--- config.mk ---
export PLATFORM = sky130hd
export DESIGN_NAME = downstream_port_reset_sequencer
export DESIGN_NICKNAME = d
export VERILOG_FILES = /design/src/hdl/dsp_reset_pkg.sv /design/src/hdl/downstream_port_reset_sequencer.sv
export SDC_FILE = /design/constraint.sdc
export NUM_CORES = 1
export LEC_CHECK = 0
export ABC_CLOCK_PERIOD_IN_PS = 4750
export BUFFER_PORTS_ARGS = -buffer_cell sky130_fd_sc_hd__buf_2
export CORE_UTILIZATION = 30
export CTS_CLUSTER_DIAMETER = 120
export DETAILED_ROUTE_END_ITERATION = 16
export GPL_TIMING_DRIVEN = 0
export PLACE_DENSITY = 0.45
export SLEW_MARGIN = 25
export SYNTH_ARGS = -nofsm -noshare
export SYNTH_HDL_FRONTEND = slang
export SYNTH_SLANG_ARGS = --single-unit
--- constraint.sdc ---
create_clock -name pclk -period 4.75 [get_ports pclk]
set_input_delay 0.2375 -clock pclk [delete_from_list [all_inputs] [get_ports pclk]]
set_output_delay 0.2375 -clock pclk [all_outputs]
set_load 0.02 [all_outputs]
--- src/hdl/dsp_reset_pkg.sv ---
/*
 Package for the downstream port reset sequencer: register offsets, field positions,
 reset values, timing constants, state types and carrier structs.
 Assumes a 250 MHz core clock and an APB register bus with 32-bit data.
*/
package dsp_reset_pkg;

   // Register byte offsets
   localparam logic [11:0] BRIDGE_CONTROL_OFF   = 12'h03C;
   localparam logic [11:0] SLOT_CONTROL_OFF     = 12'h040;
   localparam logic [11:0] HOTPLUG_CFG_OFF      = 12'h044;
   localparam logic [11:0] STATUS_OFF           = 12'h048;

   // Field positions
   localparam int SBR_BIT          = 22;
   localparam int PWR_OFF_BIT      = 10;
   localparam int MODE_BIT         = 0;
   localparam int P2R_LSB          = 8;
   localparam int R2P_LSB          = 16;
   localparam int DELAY_W          = 8;

   // Reset values
   localparam logic [DELAY_W-1:0] P2R_RESET   = 8'h01;
   localparam logic [DELAY_W-1:0] R2P_RESET   = 8'h01;

   // Timing
   localparam int  CLK_MHZ          = 250;
   localparam int  MIN_PULSE_US     = 200;
   localparam int  MIN_PULSE_CYC    = MIN_PULSE_US * CLK_MHZ;
   localparam int  DELAY_UNIT_US    = 1;
   localparam int  DELAY_UNIT_CYC   = DELAY_UNIT_US * CLK_MHZ;
   localparam int  CNT_W            = 24;

   typedef enum logic {
      MODE_POWER_ENABLE,
      MODE_POWER_GOOD
   } reset_output_mode_sel_e;

   typedef enum {
      SLOT_OFF,
      SLOT_WAIT_GOOD,
      SLOT_P2R,
      SLOT_ON,
      SLOT_R2P
   } slot_state_e;

   typedef enum {
      SBR_IDLE,
      SBR_HOT_RESET,
      SBR_DISCARD,
      SBR_HOLD
   } sbr_state_e;

   typedef struct packed {
      logic         psel;
      logic         penable;
      logic         pwrite;
      logic [11:0]  paddr;
      logic [31:0]  pwdata;
   } apb_req_s;

   typedef struct packed {
      logic         pready;
      logic         pslverr;
      logic [31:0]  prdata;
   } apb_rsp_s;

endpackage : dsp_reset_pkg

--- src/hdl/downstream_port_reset_sequencer.sv ---
/*
 Downstream port reset sequencer for one switch downstream port: secondary bus reset
 sequencing and slot reset output against slot power enable.
 Assumes synchronous inputs on pclk, an APB master, and a link/queue layer that obeys
 the hot reset, discard and unsupported request controls.
*/
// How it works
// RULE1: Writing one to the secondary bus reset bit starts a downstream reset.
// RULE2: If link is up, send TS1 sets with hot reset bit during reset.
// RULE3: Discard all queued packets received from this port during reset.
// RULE4: Hold port in reset until software clears bit, then resume operation.
// RULE5: Other ports and upstream port are not disturbed by this reset.
// RULE6: Type 0 configuration accesses to this port still complete normally.
// RULE7: Packets to the secondary side complete as unsupported requests meanwhile.
// RULE8: The SMBus slave keeps working during the reset.
// RULE9: Reset output is a pin alternate function, floating until configured.
// RULE10: Every reset output assertion pulse lasts at least 200 microseconds.
// RULE11: Mode field selects power-enable or power-good reset output behaviour.
// RULE12: Power-enable mode: reset stays asserted while slot power is off.
// RULE13: Power on: assert enable, then negate reset after power-to-reset delay.
// RULE14: Power off: assert reset, then negate enable after reset-to-power delay.
// RULE15: Power-good mode: negate reset power-to-reset delay after power good seen.
// RULE16: Power-good mode: power good loss with reset negated asserts reset at once.
// RULE17: Faster fault response needs external logic; input comes through an expander.
// RULE18: Delays use a counter on fixed time base; zero means next cycle.
// RULE19: A new power write aborts the running delay and restarts sequencing.
`timescale 1ns/1ps
module downstream_port_reset_sequencer
   import dsp_reset_pkg::*;
(
   input  wire logic                    pclk,
   input  wire logic                    presetn,
   input  wire dsp_reset_pkg::apb_req_s apb_req,
   output dsp_reset_pkg::apb_rsp_s      apb_rsp,
   input  wire logic                    link_up,
   input  wire logic                    slot_power_good_in,
   input  wire logic                    reset_pin_alt_en,
   output logic                         hot_reset_ts1_req,
   output logic                         discard_queued,
   input  wire logic                    discard_done,
   output logic                         secondary_ur_en,
   output logic                         port_in_reset,
   output logic                         slot_power_enable_out,
   output logic                         port_reset_out_n_o,
   output logic                         port_reset_out_n_oe
);
   import dsp_reset_pkg::*;

   logic                    secondary_bus_reset_bit_q, secondary_bus_reset_bit_d;
   logic                    slot_power_off_ctl_q, slot_power_off_ctl_d;
   reset_output_mode_sel_e  reset_output_mode_sel_q, reset_output_mode_sel_d;
   logic [DELAY_W-1:0]      power_to_reset_delay_q, power_to_reset_delay_d;
   logic [DELAY_W-1:0]      reset_to_power_delay_q, reset_to_power_delay_d;
   apb_rsp_s                rsp_d;
   sbr_state_e              sbr_q, sbr_d;
   slot_state_e             slot_q, slot_d;
   logic [CNT_W-1:0]        dly_q, dly_d;
   logic [CNT_W-1:0]        pulse_q, pulse_d;
   logic                    rst_q, rst_d;
   logic                    pen_q, pen_d;
   logic                    wr_en, rd_en, pwr_write;

   assign wr_en = apb_req.psel && apb_req.penable && apb_req.pwrite;
   assign rd_en = apb_req.psel && apb_req.penable && !apb_req.pwrite;
   assign pwr_write = wr_en && (apb_req.paddr == SLOT_CONTROL_OFF);

   // Register file, zero wait states
   always_comb begin
      secondary_bus_reset_bit_d = secondary_bus_reset_bit_q;
      slot_power_off_ctl_d      = slot_power_off_ctl_q;
      reset_output_mode_sel_d   = reset_output_mode_sel_q;
      power_to_reset_delay_d    = power_to_reset_delay_q;
      reset_to_power_delay_d    = reset_to_power_delay_q;
      rsp_d                     = '0;
      rsp_d.pready              = 1'b1;
      if (wr_en) begin
         if (apb_req.paddr == BRIDGE_CONTROL_OFF) begin
            secondary_bus_reset_bit_d = apb_req.pwdata[SBR_BIT]; // RULE1
         end else if (apb_req.paddr == SLOT_CONTROL_OFF) begin
            slot_power_off_ctl_d = apb_req.pwdata[PWR_OFF_BIT];
         end else if (apb_req.paddr == HOTPLUG_CFG_OFF) begin
            reset_output_mode_sel_d = reset_output_mode_sel_e'(apb_req.pwdata[MODE_BIT]); // RULE11
            power_to_reset_delay_d  = apb_req.pwdata[P2R_LSB +: DELAY_W];
            reset_to_power_delay_d  = apb_req.pwdata[R2P_LSB +: DELAY_W];
         end else if (apb_req.paddr != STATUS_OFF) begin
            rsp_d.pslverr = 1'b1;
         end
      end else if (rd_en) begin
         if (apb_req.paddr == BRIDGE_CONTROL_OFF) begin
            rsp_d.prdata[SBR_BIT] = secondary_bus_reset_bit_q;
         end else if (apb_req.paddr == SLOT_CONTROL_OFF) begin
            rsp_d.prdata[PWR_OFF_BIT] = slot_power_off_ctl_q;
         end else if (apb_req.paddr == HOTPLUG_CFG_OFF) begin
            rsp_d.prdata[MODE_BIT]            = reset_output_mode_sel_q;
            rsp_d.prdata[P2R_LSB +: DELAY_W]  = power_to_reset_delay_q;
            rsp_d.prdata[R2P_LSB +: DELAY_W]  = reset_to_power_delay_q;
         end else if (apb_req.paddr == STATUS_OFF) begin
            rsp_d.prdata[0] = !rst_q;
            rsp_d.prdata[1] = pen_q;
            rsp_d.prdata[2] = (sbr_q != SBR_IDLE);
            rsp_d.prdata[3] = link_up;
            rsp_d.prdata[4] = slot_power_good_in;
         end else begin
            rsp_d.pslverr = 1'b1;
         end
      end
   end

   always_ff @(posedge pclk or negedge presetn) begin
      if (!presetn) begin
         secondary_bus_reset_bit_q <= 1'b0;
         slot_power_off_ctl_q      <= 1'b1;
         reset_output_mode_sel_q   <= MODE_POWER_ENABLE;
         power_to_reset_delay_q    <= P2R_RESET;
         reset_to_power_delay_q    <= R2P_RESET;
      end else begin
         secondary_bus_reset_bit_q <= secondary_bus_reset_bit_d;
         slot_power_off_ctl_q      <= slot_power_off_ctl_d;
         reset_output_mode_sel_q   <= reset_output_mode_sel_d;
         power_to_reset_delay_q    <= power_to_reset_delay_d;
         reset_to_power_delay_q    <= reset_to_power_delay_d;
      end
   end

   // APB answer is combinational off the access phase; data is zero outside it
   always_comb begin
      apb_rsp         = rsp_d;
      apb_rsp.pready  = 1'b1;
   end

   // Secondary bus reset sequence; only this port's controls are touched
   always_comb begin
      sbr_d = sbr_q;
      case (sbr_q)
         SBR_IDLE: begin
            if (secondary_bus_reset_bit_q) begin
               sbr_d = SBR_HOT_RESET; // RULE1
            end
         end
         SBR_HOT_RESET: begin
            sbr_d = SBR_DISCARD;
         end
         SBR_DISCARD: begin
            if (discard_done) begin
               sbr_d = SBR_HOLD;
            end
         end
         SBR_HOLD: begin
            if (!secondary_bus_reset_bit_q) begin
               sbr_d = SBR_IDLE; // RULE4
            end
         end
         default: sbr_d = SBR_IDLE;
      endcase
   end

   always_ff @(posedge pclk or negedge presetn) begin
      if (!presetn) begin
         sbr_q <= SBR_IDLE;
      end else begin
         sbr_q <= sbr_d;
      end
   end

   // Config type 0 and SMBus paths are outside this block and never gated here
   assign hot_reset_ts1_req = (sbr_q != SBR_IDLE) && link_up;  // RULE2 RULE5
   assign discard_queued    = (sbr_q == SBR_DISCARD);          // RULE3
   assign secondary_ur_en   = (sbr_q != SBR_IDLE);             // RULE7 RULE6 RULE8
   assign port_in_reset     = (sbr_q != SBR_IDLE);             // RULE4

   // Slot power and reset output sequencing
   always_comb begin
      slot_d  = slot_q;
      dly_d   = (dly_q != '0) ? dly_q - 1'b1 : dly_q;
      rst_d   = rst_q;
      pen_d   = pen_q;
      pulse_d = (rst_q && pulse_q != '0) ? pulse_q - 1'b1 : pulse_q;
      if (pwr_write && slot_power_off_ctl_d != slot_power_off_ctl_q) begin
         // RULE19
         if (slot_power_off_ctl_d) begin
            rst_d  = 1'b1; // RULE14
            slot_d = SLOT_R2P;
            dly_d  = CNT_W'(reset_to_power_delay_q) * CNT_W'(DELAY_UNIT_CYC); // RULE18
         end else begin
            pen_d = 1'b1; // RULE13
            if (reset_output_mode_sel_q == MODE_POWER_GOOD) begin
               slot_d = SLOT_WAIT_GOOD;
            end else begin
               slot_d = SLOT_P2R;
               dly_d  = CNT_W'(power_to_reset_delay_q) * CNT_W'(DELAY_UNIT_CYC); // RULE18
            end
         end
      end else begin
         case (slot_q)
            SLOT_OFF: begin
               rst_d = 1'b1; // RULE12
               pen_d = 1'b0;
            end
            SLOT_WAIT_GOOD: begin
               if (slot_power_good_in) begin
                  slot_d = SLOT_P2R; // RULE15
                  dly_d  = CNT_W'(power_to_reset_delay_q) * CNT_W'(DELAY_UNIT_CYC);
               end
            end
            SLOT_P2R: begin
               if (dly_q == '0 && pulse_q == '0) begin
                  rst_d  = 1'b0; // RULE10
                  slot_d = SLOT_ON;
               end
            end
            SLOT_ON: begin
               if (reset_output_mode_sel_q == MODE_POWER_GOOD && !slot_power_good_in) begin
                  rst_d  = 1'b1; // RULE16 RULE17
                  slot_d = SLOT_WAIT_GOOD;
               end
            end
            SLOT_R2P: begin
               if (dly_q == '0) begin
                  pen_d  = 1'b0; // RULE14
                  slot_d = SLOT_OFF;
               end
            end
            default: slot_d = SLOT_OFF;
         endcase
      end
      // Reload on every new assertion, so a fault restarts the minimum pulse
      if (rst_d && !rst_q) begin
         pulse_d = CNT_W'(MIN_PULSE_CYC); // RULE10
      end
   end

   always_ff @(posedge pclk or negedge presetn) begin
      if (!presetn) begin
         slot_q  <= SLOT_OFF;
         dly_q   <= '0;
         rst_q   <= 1'b1;
         pen_q   <= 1'b0;
         pulse_q <= CNT_W'(MIN_PULSE_CYC);
      end else begin
         slot_q  <= slot_d;
         dly_q   <= dly_d;
         rst_q   <= rst_d;
         pen_q   <= pen_d;
         pulse_q <= pulse_d;
      end
   end

   // Pin drives only once its alternate function is selected
   assign slot_power_enable_out = pen_q;
   assign port_reset_out_n_o    = !rst_q;
   assign port_reset_out_n_oe   = reset_pin_alt_en; // RULE9

   AST_FAULT: assert property (@(posedge pclk) disable iff (!presetn) // RULE16
      (slot_q == SLOT_ON && reset_output_mode_sel_q == MODE_POWER_GOOD
       && !slot_power_good_in && !pwr_write) |=> rst_q)
      else $error("power fault did not assert reset");
   AST_PULSE: assert property (@(posedge pclk) disable iff (!presetn) // RULE10
      $rose(rst_q) |-> rst_q [*8])
      else $error("reset pulse too short");
   AST_OFF_RESET: assert property (@(posedge pclk) disable iff (!presetn) // RULE12
      (!pen_q) |-> rst_q)
      else $error("reset negated while power off");
   AST_OFF_SEQ: assert property (@(posedge pclk) disable iff (!presetn) // RULE14
      (pwr_write && apb_req.pwdata[PWR_OFF_BIT] && !slot_power_off_ctl_q) |=> rst_q)
      else $error("reset not asserted on power off");
   AST_ON_SEQ: assert property (@(posedge pclk) disable iff (!presetn) // RULE13
      (pwr_write && !apb_req.pwdata[PWR_OFF_BIT] && slot_power_off_ctl_q) |=> pen_q && rst_q)
      else $error("power enable not first on power on");
   AST_GOOD_WAIT: assert property (@(posedge pclk) disable iff (!presetn) // RULE15
      (slot_q == SLOT_WAIT_GOOD) |=> rst_q)
      else $error("reset negated before power good");
   AST_SBR_START: assert property (@(posedge pclk) disable iff (!presetn) // RULE1
      (sbr_q == SBR_IDLE && secondary_bus_reset_bit_q) |=> port_in_reset && secondary_ur_en)
      else $error("secondary reset not started");
   AST_SBR_HOLD: assert property (@(posedge pclk) disable iff (!presetn) // RULE4
      (sbr_q == SBR_HOLD && secondary_bus_reset_bit_q) |=> port_in_reset)
      else $error("port released before bit cleared");
   AST_TS1: assert property (@(posedge pclk) disable iff (!presetn) // RULE2
      (port_in_reset && link_up) |-> hot_reset_ts1_req)
      else $error("no hot reset sets with link up");

   // Power writes that change state preempt every slot state step, so they are left out here
   AST_PULSE_HOLD: assert property (@(posedge pclk) disable iff (!presetn) // RULE10
      (rst_q && pulse_q != '0) |=> rst_q)
      else $error("reset negated before minimum pulse");
   AST_RELEASE: assert property (@(posedge pclk) disable iff (!presetn) // RULE4
      (sbr_q == SBR_HOLD && !secondary_bus_reset_bit_q) |=> !port_in_reset)
      else $error("port not released after bit cleared");
   AST_DISCARD: assert property (@(posedge pclk) disable iff (!presetn) // RULE3
      (sbr_q == SBR_HOT_RESET) |=> discard_queued)
      else $error("discard step skipped");
   AST_GOOD_GATE: assert property (@(posedge pclk) disable iff (!presetn) // RULE15
      (slot_q == SLOT_WAIT_GOOD && slot_power_good_in && !pwr_write) |=> slot_q == SLOT_P2R)
      else $error("power good not followed by delay");
   AST_ZERO_DLY: assert property (@(posedge pclk) disable iff (!presetn) // RULE18
      (slot_q == SLOT_R2P && dly_q == '0 && !pwr_write) |=> !pen_q)
      else $error("power enable not dropped at end of delay");
   AST_ABORT: assert property (@(posedge pclk) disable iff (!presetn) // RULE19
      (pwr_write && !apb_req.pwdata[PWR_OFF_BIT] && slot_power_off_ctl_q)
      |=> (slot_q == SLOT_P2R || slot_q == SLOT_WAIT_GOOD))
      else $error("power on write did not restart sequence");
   AST_PE_STEADY: assert property (@(posedge pclk) disable iff (!presetn) // RULE11
      (slot_q == SLOT_ON && reset_output_mode_sel_q == MODE_POWER_ENABLE && !pwr_write)
      |=> !rst_q)
      else $error("reset asserted in power enable mode while on");

endmodule : downstream_port_reset_sequencer

==> flow_summary.yaml, run 1 <==
worst_setup_path:
  rr_startpoint: "reset_to_power_delay_q[2]"
  arrival_ps: 4700
  path_buf_inv: 2
  r2r_end: "dly_q[15]"
  critical_path.max_stage_delay_ps: 540
  reg2reg_slack_ps: 250
  crit_type: "register to register"
  reg2regPathDepth: 14
  cp_slowest_cell: "fa_1"
  startpoint: "reset_to_power_delay_q[2]"
  required_ps: 4960
  crit_top_cell: "fa_1"
  worstPathMaxFanout: 6
  crit_path_end_kind: "register"
  startpoint_type: "register"
  crit_chain: "fa_1, inv_1, fa_1, fa_1, fa_1, inv_1, ha_1, a21oi_1, o22ai_1, or3_1, a31oi_2, o21ai_0, xnor2_1, o221ai_1"
  cpLargestDelayFamily: "adder cells"
worst_hold_path:
  hold_path_startpoint: "apb_req[13]"
  min_delay_path_depth: 3
  hold_end: "power_to_reset_delay_q[5]"
  hold_path_class: "input port to register"
yosys:
  synth_area_sq_um: 6960
  ys_seq_area_share_pct: 26.8
  yosys.area.top_type_share_pct: 23.0
  ys_ff_latch: 74
  yosysMostFrequentCell: "ha_1"
  synth_area_per_cell_sq_um: 9.19
  ys_types: 57
  synthCells: 757
  synth_common_cells: "ha_1 (83), inv_1 (81), dfrtp_1 (64), nand2_1 (53)"
  synth_edf_count: 0
  yosys.area.top_type: "dfrtp_1"
  synth-async-reset-ratio_pct: 100
  synth_top_flop_cell: "dfrtp_1"
  synth_area_leaders: "dfrtp_1 (23%), ha_1 (15%), fa_1 (12%), xnor2_1 (4.7%), inv_1 (4.4%)"
  synth_warnings: 0
cts:
  worstSkewPairLatency_ps: 350
  cts_tree: "built"
  clk_path_buf_depth: 2
  cts_made_buffers: 9
  path_clk_slew_ps: 70
  h-tree-depth: 3
  root_buffer: "clkbuf_16"
  cts_num_sinks: 74
routing:
  finalWirelength_microns: 17100
  drt_first_pass_iters: 4
  wl_met2_microns: 8340
  vias_per_cell: 4.74
  wire_per_inst_microns: 15.1
  drc: 0
  wl_met1_microns: 8210
  drtIter0Drc: 188
  highest_layer: "met4"
  dr_wl_met3_microns: 297
  via_count: 5380
  drt.antenna.violating_nets: 0
power:
  totalPowerFinal_mw: 1.69
  p_leak_nw: 3.62
  power_density_nw_per_um2: 210
  vdd_drop_max_mv: 0.138
timing:
  min_period_ps: 4500
  max_freq_mhz: 222
  finalHoldViolations: 0
  skew_ps: 8.24
  fin_setup_tns_ps: 0
  finalMaxSlewViolations: 0
  finalSetupViolCount: 0
  worst_pin_slew_ps: 916
  layout_worst_path_cycle_share_pct: 94.6
  relSlewSlack_pct: 38.4
  rsz0062_at_grt: "no"
placed_design:
  dp_hpwl_microns: 13600
  io_buffers: 63
  gp_congestion: 0.795
run_status:
  outcome: "finished, final reports clean"
finish:
  final_nets: 1025
  multi_input_area_sq_um: 4650
  nFillCells: 2377
  antenna_cells: 0
  syn_to_final_growth_pct: 15.8
  layout-drive-gt1-share_pct: 15.3
  seq_area_sq_um: 1870
global_route:
  grt_max_degree: 51
  antenna_found_initial: 0
  grt_pass1_vias: 5409
  track_usage_pct: 15.3
  grt_pass1_wl_microns: 28500
  overflow: 0
die:
  coreArea_sq_um: 22700
  num_rows: 55
  io_pins: 94
  die_y_microns: 154
  chipWidth_microns: 154
  dieArea_sq_um: 23800
  start_util_pct: 30.6
run:
  drv_cap: 0
## logic make-up (layout without fill, tap and decap cells)
kind of cell | count (synthesis) | in the layout | share of synthesized area, %
simple gates | 245 | 245 | 18.6
compound gates | 128 | 128 | 11.4
fa+ha+maj | 126 | 126 | 27.3
buf+inv | 115 | 199 | 7.08
flops | 74 | 74 | 26.8
xor+xnor | 56 | 56 | 7.05
mux | 11 | 11 | 1.69
other cells | 2 | 12 | 0.108
## worst min-delay path, cell delays in order
cell and delay [ps]:
buf_2 70, nand2_1 30, o21ai_0 50
## cells in the final DEF (no fill, tap or decap), drive strengths merged, types with 4 or more instances in the layout
| cell | count |
|---|---|
| o21ai | 49 |
| nand2b | 9 |
| clkbuf | 27 |
| nor4 | 9 |
| dfstp | 10 |
| nor2b | 10 |
| nor3b | 6 |
| o21a | 4 |
| o31ai | 8 |
| a21oi | 24 |
| nand3 | 16 |
| xnor2 | 37 |
| and2 | 10 |
| inv | 85 |
| o22ai | 4 |
| nand2 | 53 |
| dfrtp | 64 |
| a22oi | 7 |
| xor2 | 19 |
| conb | 12 |
| buf | 83 |
| nor3 | 34 |
| fa | 43 |
| or3 | 23 |
| ha | 83 |
| mux2i | 5 |
| nor2 | 49 |
| a31oi | 5 |
| a211oi | 4 |
| or4 | 11 |
| mux2 | 6 |
| a21o | 6 |
## report_power, final
part           switching, mW  internal (mW)
logic                  0.148          0.114
registers             0.0271          0.660
clock network          0.327          0.418
total                  0.501           1.19
## cell type report
type / count / area share [%]
Buffer: 34 / 2.34
Clock buffer: 9 / 2.79
Clock inverter: 7 / 1.04
Inverter: 81 / 3.77
Multi-Input combinational cell: 578 / 57.7
Sequential cell: 74 / 23.2
Tap cell: 285 / 4.42
Timing Repair Buffer: 68 / 4.74
## through the flow
step                util [%]  cells  cell area, sq um  hold slack [ps]  setup slack (ps)
finish                  35.5   1136              8060             84.5               255
global route            35.5   1136              8060             88.4              12.0
CTS                     35.3   1133              8020             76.9              85.5
detailed placement      33.9   1116              7700              137               116
global placement        33.8   1115              7670              444              72.2
floorplan                  -    767              7000            -58.1               520
## layer usage
layer,track usage [%],vias to the layer above
li1,-,2742
met1,20.2,2579
met2,25.9,48
met3,2.41,11
met4,4.29,0
met5,0,-
## sequential cells by signal, summed over array words and instances (netlist names)
register,flops
reset_to_power_delay_q,8
rst_q,1
slot_power_off_ctl_q,1
pulse_q,24
slot_power_enable_out,1
power_to_reset_delay_q,8
secondary_bus_reset_bit_q,1
slot_q,3
sbr_q,2
reset_output_mode_sel_q,1
dly_q,24
## how the worst max path moves through the flow
stage | slack [ps] | endpoint | cells past startpoint
finish | 250 | dly_q[15] | 14
global route | 10 | dly_q[15] | 14
CTS | 90 | dly_q[15] | 14
detailed placement | 120 | dly_q[15] | 14
global placement | 70 | dly_q[15] | 14
floorplan | 520 | dly_q[15] | 14
## repair_timing
action,4_1_cts,5_1_grt
resized for setup,0,5
endpoints found under the setup margin,0,2
endpoints found under the hold margin,23,0
buffers inserted,0,3
hold buffers,1,0
No activity file was read; power rests on OpenSTA's default activity.
==> run 2: changes to the inputs <==
--- a/config.mk
+++ b/config.mk
@@ -7,11 +7,13 @@
 export LEC_CHECK = 0
 export ABC_CLOCK_PERIOD_IN_PS = 4750
 export BUFFER_PORTS_ARGS = -buffer_cell sky130_fd_sc_hd__buf_2
+export CELL_PAD_IN_SITES_DETAIL_PLACEMENT = 1
+export CELL_PAD_IN_SITES_GLOBAL_PLACEMENT = 1
 export CORE_UTILIZATION = 30
 export CTS_CLUSTER_DIAMETER = 120
 export DETAILED_ROUTE_END_ITERATION = 16
 export GPL_TIMING_DRIVEN = 0
-export PLACE_DENSITY = 0.45
+export PLACE_DENSITY = 0.56
 export SLEW_MARGIN = 25
 export SYNTH_ARGS = -nofsm -noshare
 export SYNTH_HDL_FRONTEND = slang
==> flow_summary.yaml, run 2 (synthesized netlist as in run 1, its figures left out) <==
run_status:
  outcome: "finished, final reports clean"
worst_hold_path:
  hold_end: "reset_to_power_delay_q[7]"
  hold_path_startpoint: "apb_req[23]"
  min_delay_path_depth: 3
  hold_path_class: "input port to register"
die:
  io_pins: 94
  chipWidth_microns: 154
  coreArea_sq_um: 22700
  start_util_pct: 30.6
  die_y_microns: 154
  num_rows: 55
  dieArea_sq_um: 23800
routing:
  finalWirelength_microns: 18200
  via_count: 5538
  drt.antenna.violating_nets: 0
  wire_per_inst_microns: 16.0
  drtIter0Drc: 156
  drt_first_pass_iters: 4
  vias_per_cell: 4.87
  drc: 0
finish:
  antenna_cells: 0
  nFillCells: 2678
  final_nets: 1027
  syn_to_final_growth_pct: 16.3
  seq_area_sq_um: 1870
  multi_input_area_sq_um: 4670
  layout-drive-gt1-share_pct: 15.7
  fin_cells: 1138
  final_cell_area_sq_um: 8090
  final_common_cell: "ha_1"
  top_regs: "dly_q (24), pulse_q (24)"
  final_cell_mix: "ha_1 (83), inv_1 (81), buf_2 (63), dfrtp_1 (61), nand2_1 (53)"
worst_setup_path:
  arrival_ps: 4690
  crit_path_end_kind: "register"
  crit_top_cell: "fa_1"
  r2r_end: "dly_q[15]"
  reg2regPathDepth: 14
  critical_path.max_stage_delay_ps: 540
  reg2reg_slack_ps: 270
  required_ps: 4950
  rr_startpoint: "reset_to_power_delay_q[2]"
  crit_type: "register to register"
  crit_chain: "fa_1, inv_1, fa_1, fa_1, fa_1, inv_1, ha_1, a21oi_1, o22ai_1, or3_4, a31oi_4, o21ai_0, xnor2_1, o221ai_1"
  path_buf_inv: 2
  startpoint_type: "register"
  cp_slowest_cell: "fa_1"
  cpLargestDelayFamily: "adder cells"
  worstPathMaxFanout: 6
global_route:
  grt_pass1_wl_microns: 30500
  grt_max_degree: 41
  antenna_found_initial: 0
  overflow: 0
  track_usage_pct: 16.3
  grt_pass1_vias: 5831
placed_design:
  dp_hpwl_microns: 14600
  preCtsSetupSlack_ps: -5.75
  place_inst: 1116
  gp_congestion: 0.740
  io_buffers: 63
  placed_area_sq_um: 7700
power:
  totalPowerFinal_mw: 1.69
  p_leak_nw: 3.64
  p_switching_mw: 0.495
  internal_power_mw: 1.19
  power_density_nw_per_um2: 208
  vdd_drop_max_mv: 0.183
  swShare_pct: 29.4
  power_frac_clock_pct: 43.5
  combPwrFrac_pct: 15.8
  seqPwrFrac_pct: 40.8
timing:
  finalSetupViolCount: 0
  worst_hold_slack_ps: 88.9
  worst_pin_slew_ps: 1000
  fin_ws_ps: 265
  layout_worst_path_cycle_share_pct: 94.4
  finalMaxSlewViolations: 0
  relSlewSlack_pct: 32.4
  rsz0062_at_grt: "no"
  skew_ps: 12.4
  finalHoldViolations: 0
  max_freq_mhz: 223
  min_period_ps: 4480
cts:
  cts_num_sinks: 74
  cts_made_buffers: 9
  root_buffer: "clkbuf_16"
  path_clk_slew_ps: 70
  cts_tree: "built"
  h-tree-depth: 3
  clk_path_buf_depth: 2
  worstSkewPairLatency_ps: 350
run:
  drv_cap: 0
==> run 2: changes by cell type in the layout (fill, tap and decap cells not counted) <==
cell,previous run,this run
buf_4,17,19
clkinv_4,1,3
a31oi_2,1,0
a31oi_4,0,1
clkinvlp_4,1,0
inv_8,1,0
o31ai_1,7,6
o31ai_2,1,2
or3_1,23,22
or3_4,0,1
==> run 2: final cells by class <==
| type | instances | area share [%] |
|---|---|---|
| Sequential cell | 74 | 23.1 |
| Buffer | 34 | 2.33 |
| Clock inverter | 7 | 1.02 |
| Tap cell | 285 | 4.41 |
| Clock buffer | 9 | 2.78 |
| Timing Repair Buffer | 70 | 4.90 |
| Multi-Input combinational cell | 578 | 57.7 |
| Inverter | 81 | 3.76 |
==> run 2: timing repair <==
item / CTS / global route
setup buffers: 0 / 5
gates cloned: 0 / 0
endpoints found under the setup margin: 1 / 3
hold buffers: 1 / 0
hold endpoints to repair: 32 / 0
pin swaps: 0 / 2
resized for setup: 1 / 7
==> run 2: worst max path at each step <==
stage                                   start        end  depth (start not counted)
CTS                 reset_to_power_delay_q[0]  dly_q[15]                         14
finish              reset_to_power_delay_q[2]  dly_q[15]                         14
floorplan           reset_to_power_delay_q[1]  dly_q[15]                         14
global placement    reset_to_power_delay_q[1]  dly_q[15]                         14
detailed placement  reset_to_power_delay_q[1]  dly_q[15]                         14
global route        reset_to_power_delay_q[2]  dly_q[15]                         14
==> run 2: per-layer routing <==
metal  global-route usage [%]  part of all wire, %  up-vias
li1                         -                    -     2755
met1                     21.3                   48     2712
met2                     28.0                   49       58
met3                     2.27                  1.8       13
met4                     4.38                  1.5        0
met5                        0                    0        -
==> run 2: worst reg2reg max path, stage by stage (launching register included) <==
cell	delay, ps
dfrtp_2	460
fa_1	540
inv_1	70
fa_1	520
fa_1	440
fa_1	510
inv_1	40
ha_1	350
a21oi_1	170
o22ai_1	120
or3_4	400
a31oi_4	190
o21ai_0	130
xnor2_1	240
o221ai_1	160
==> run 2: through the flow <==
stage,util [%],TNS (ps)
floorplan,-,0
global placement,33.8,-27.9
detailed placement,33.9,-5.75
CTS,35.3,0
global route,35.6,0
finish,35.6,0
==> run 2: power by group through the flow <==
stage	clock [mW]	sequential, mW	combinational [mW]
floorplan	0	0.693	0.183
global placement	0	0.698	0.263
detailed placement	0	0.700	0.268
CTS	0.757	0.688	0.271
global route	0.777	0.690	0.302
finish	0.733	0.687	0.266
==> run 3: changes to the inputs <==
--- a/config.mk
+++ b/config.mk
@@ -5,11 +5,12 @@
 export SDC_FILE = /design/constraint.sdc
 export NUM_CORES = 1
 export LEC_CHECK = 0
-export ABC_CLOCK_PERIOD_IN_PS = 4750
 export BUFFER_PORTS_ARGS = -buffer_cell sky130_fd_sc_hd__buf_2
 export CELL_PAD_IN_SITES_DETAIL_PLACEMENT = 1
 export CELL_PAD_IN_SITES_GLOBAL_PLACEMENT = 1
+export CORE_ASPECT_RATIO = 1.75
 export CORE_UTILIZATION = 30
+export CTS_BUF_LIST = sky130_fd_sc_hd__clkbuf_8
 export CTS_CLUSTER_DIAMETER = 120
 export DETAILED_ROUTE_END_ITERATION = 16
 export GPL_TIMING_DRIVEN = 0
==> flow_summary.yaml, run 3 (synthesized netlist as in run 1, its figures left out) <==
global_route:
  grt_pass1_vias: 6053
  overflow: 0
  antenna_found_initial: 0
  track_usage_pct: 17.3
  grt_max_degree: 42
  grt_pass1_wl_microns: 31000
die:
  coreArea_sq_um: 22700
  start_util_pct: 30.6
  num_rows: 73
  die_y_microns: 203
  io_pins: 94
  chipWidth_microns: 117
  dieArea_sq_um: 23800
placed_design:
  io_buffers: 63
  dp_hpwl_microns: 15800
  gp_congestion: 0.769
  preCtsSetupSlack_ps: -130
  place_inst: 1131
  placed_area_sq_um: 7720
timing:
  fin_setup_tns_ps: 0
  relSlewSlack_pct: 32.4
  fin_ws_ps: 214
  worst_pin_slew_ps: 1000
  finalMaxSlewViolations: 0
  rsz0062_at_grt: "no"
  max_freq_mhz: 220
  finalSetupViolCount: 0
  layout_worst_path_cycle_share_pct: 95.5
  worst_hold_slack_ps: 43.6
  min_period_ps: 4540
  finalHoldViolations: 0
  skew_ps: 13.2
cts:
  cts_made_buffers: 9
  path_clk_slew_ps: 100
  root_buffer: "clkbuf_8"
  h-tree-depth: 3
  clk_path_buf_depth: 2
  cts_tree: "built"
  cts_num_sinks: 74
  worstSkewPairLatency_ps: 390
worst_setup_path:
  startpoint_type: "register"
  required_ps: 5010
  crit_type: "register to register"
  r2r_end: "dly_q[15]"
  reg2reg_slack_ps: 210
  crit_path_end_kind: "register"
  rr_startpoint: "reset_to_power_delay_q[1]"
  reg2regPathDepth: 15
  worstPathMaxFanout: 3
  arrival_ps: 4790
power:
  power_density_nw_per_um2: 200
  p_leak_nw: 3.63
  totalPowerFinal_mw: 1.62
  vdd_drop_max_mv: 0.0938
finish:
  final_cell_area_sq_um: 8090
  top_regs: "dly_q (24), pulse_q (24)"
  final_cell_mix: "ha_1 (82), inv_1 (80), buf_2 (63), dfrtp_1 (61), nand2_1 (53)"
  utilization_pct: 35.6
  final_nets: 1030
  fin_cells: 1156
  syn_to_final_growth_pct: 16.2
  nFillCells: 2701
  layout-drive-gt1-share_pct: 16.2
  final_common_cell: "ha_1"
  antenna_cells: 0
routing:
  drt_first_pass_iters: 4
  finalWirelength_microns: 19400
  drc: 0
  drt.antenna.violating_nets: 0
  vias_per_cell: 4.85
  wire_per_inst_microns: 16.8
  drtIter0Drc: 163
  via_count: 5611
worst_hold_path:
  min_delay_path_depth: 3
  hold_path_class: "input port to register"
  hold_path_startpoint: "apb_req[20]"
  hold_end: "reset_to_power_delay_q[4]"
run:
  drv_cap: 0
run_status:
  outcome: "finished, final reports clean"
run 3: changes by cell type in the layout (fill, tap and decap cells not counted), sizes merged:
cell	delta
buf	+3
bufinv	+2
clkinv	-1
inv	-1
run 3: layout make-up:
type / count / area, sq um / share of cell area (%)
Multi-Input combinational cell: 578 / 4680 / 57.9
Buffer: 34 / 189 / 2.34
Tap cell: 300 / 375 / 4.64
Inverter: 81 / 304 / 3.76
Clock inverter: 7 / 125 / 1.55
Timing Repair Buffer: 73 / 419 / 5.18
Sequential cell: 74 / 1870 / 23.1
Clock buffer: 9 / 124 / 1.53
run 3: timing repair:
item                       4_1_cts  5_1_grt
setup buffers                    5        3
hold endpoints to repair        31        0
pin swaps                        1        4
resized for setup                2        9
setup endpoints to repair        1        2
hold buffers                     1        0
run 3: where the power goes:
part	switching [mW]	internal (mW)	leakage, nW	total, mW
Combinational	0.155	0.116	2.69	0.271
Clock	0.300	0.355	0.124	0.655
Sequential	0.0296	0.660	0.814	0.689
Total	0.485	1.13	3.63	1.62
run 3: worst max path at each step:
| stage | from | to | slack, ps | depth (start not counted) |
|---|---|---|---|---|
| finish | reset_to_power_delay_q[1] | dly_q[15] | 210 | 15 |
| global placement | reset_to_power_delay_q[1] | dly_q[15] | -130 | 14 |
| global route | reset_to_power_delay_q[1] | dly_q[15] | 7 | 15 |
| floorplan | reset_to_power_delay_q[1] | dly_q[15] | 520 | 14 |
| CTS | reset_to_power_delay_q[2] | dly_q[15] | 6 | 14 |
| detailed placement | reset_to_power_delay_q[1] | dly_q[15] | -130 | 14 |
run 3: worst max-delay path: stages (launching register included):
cell and delay, ps:
dfrtp_2 440, buf_4 160, fa_1 530, inv_1 50, fa_1 520, fa_1 450, fa_1 520, inv_1 40
ha_1 330, nand3_1 100, o22ai_1 110, or3_4 400, a31oi_4 190, o21ai_1 110, xnor2_1 310, o221ai_1 150
run 3: layer usage:
metal  GRT usage [%]  routed length [microns]  up-vias
met5               0                        0        -
met4            4.88                      313        0
met3            2.14                      256       20
met2            35.2                    11600       46
met1            17.4                     7180     2792
li1                -                        -     2753
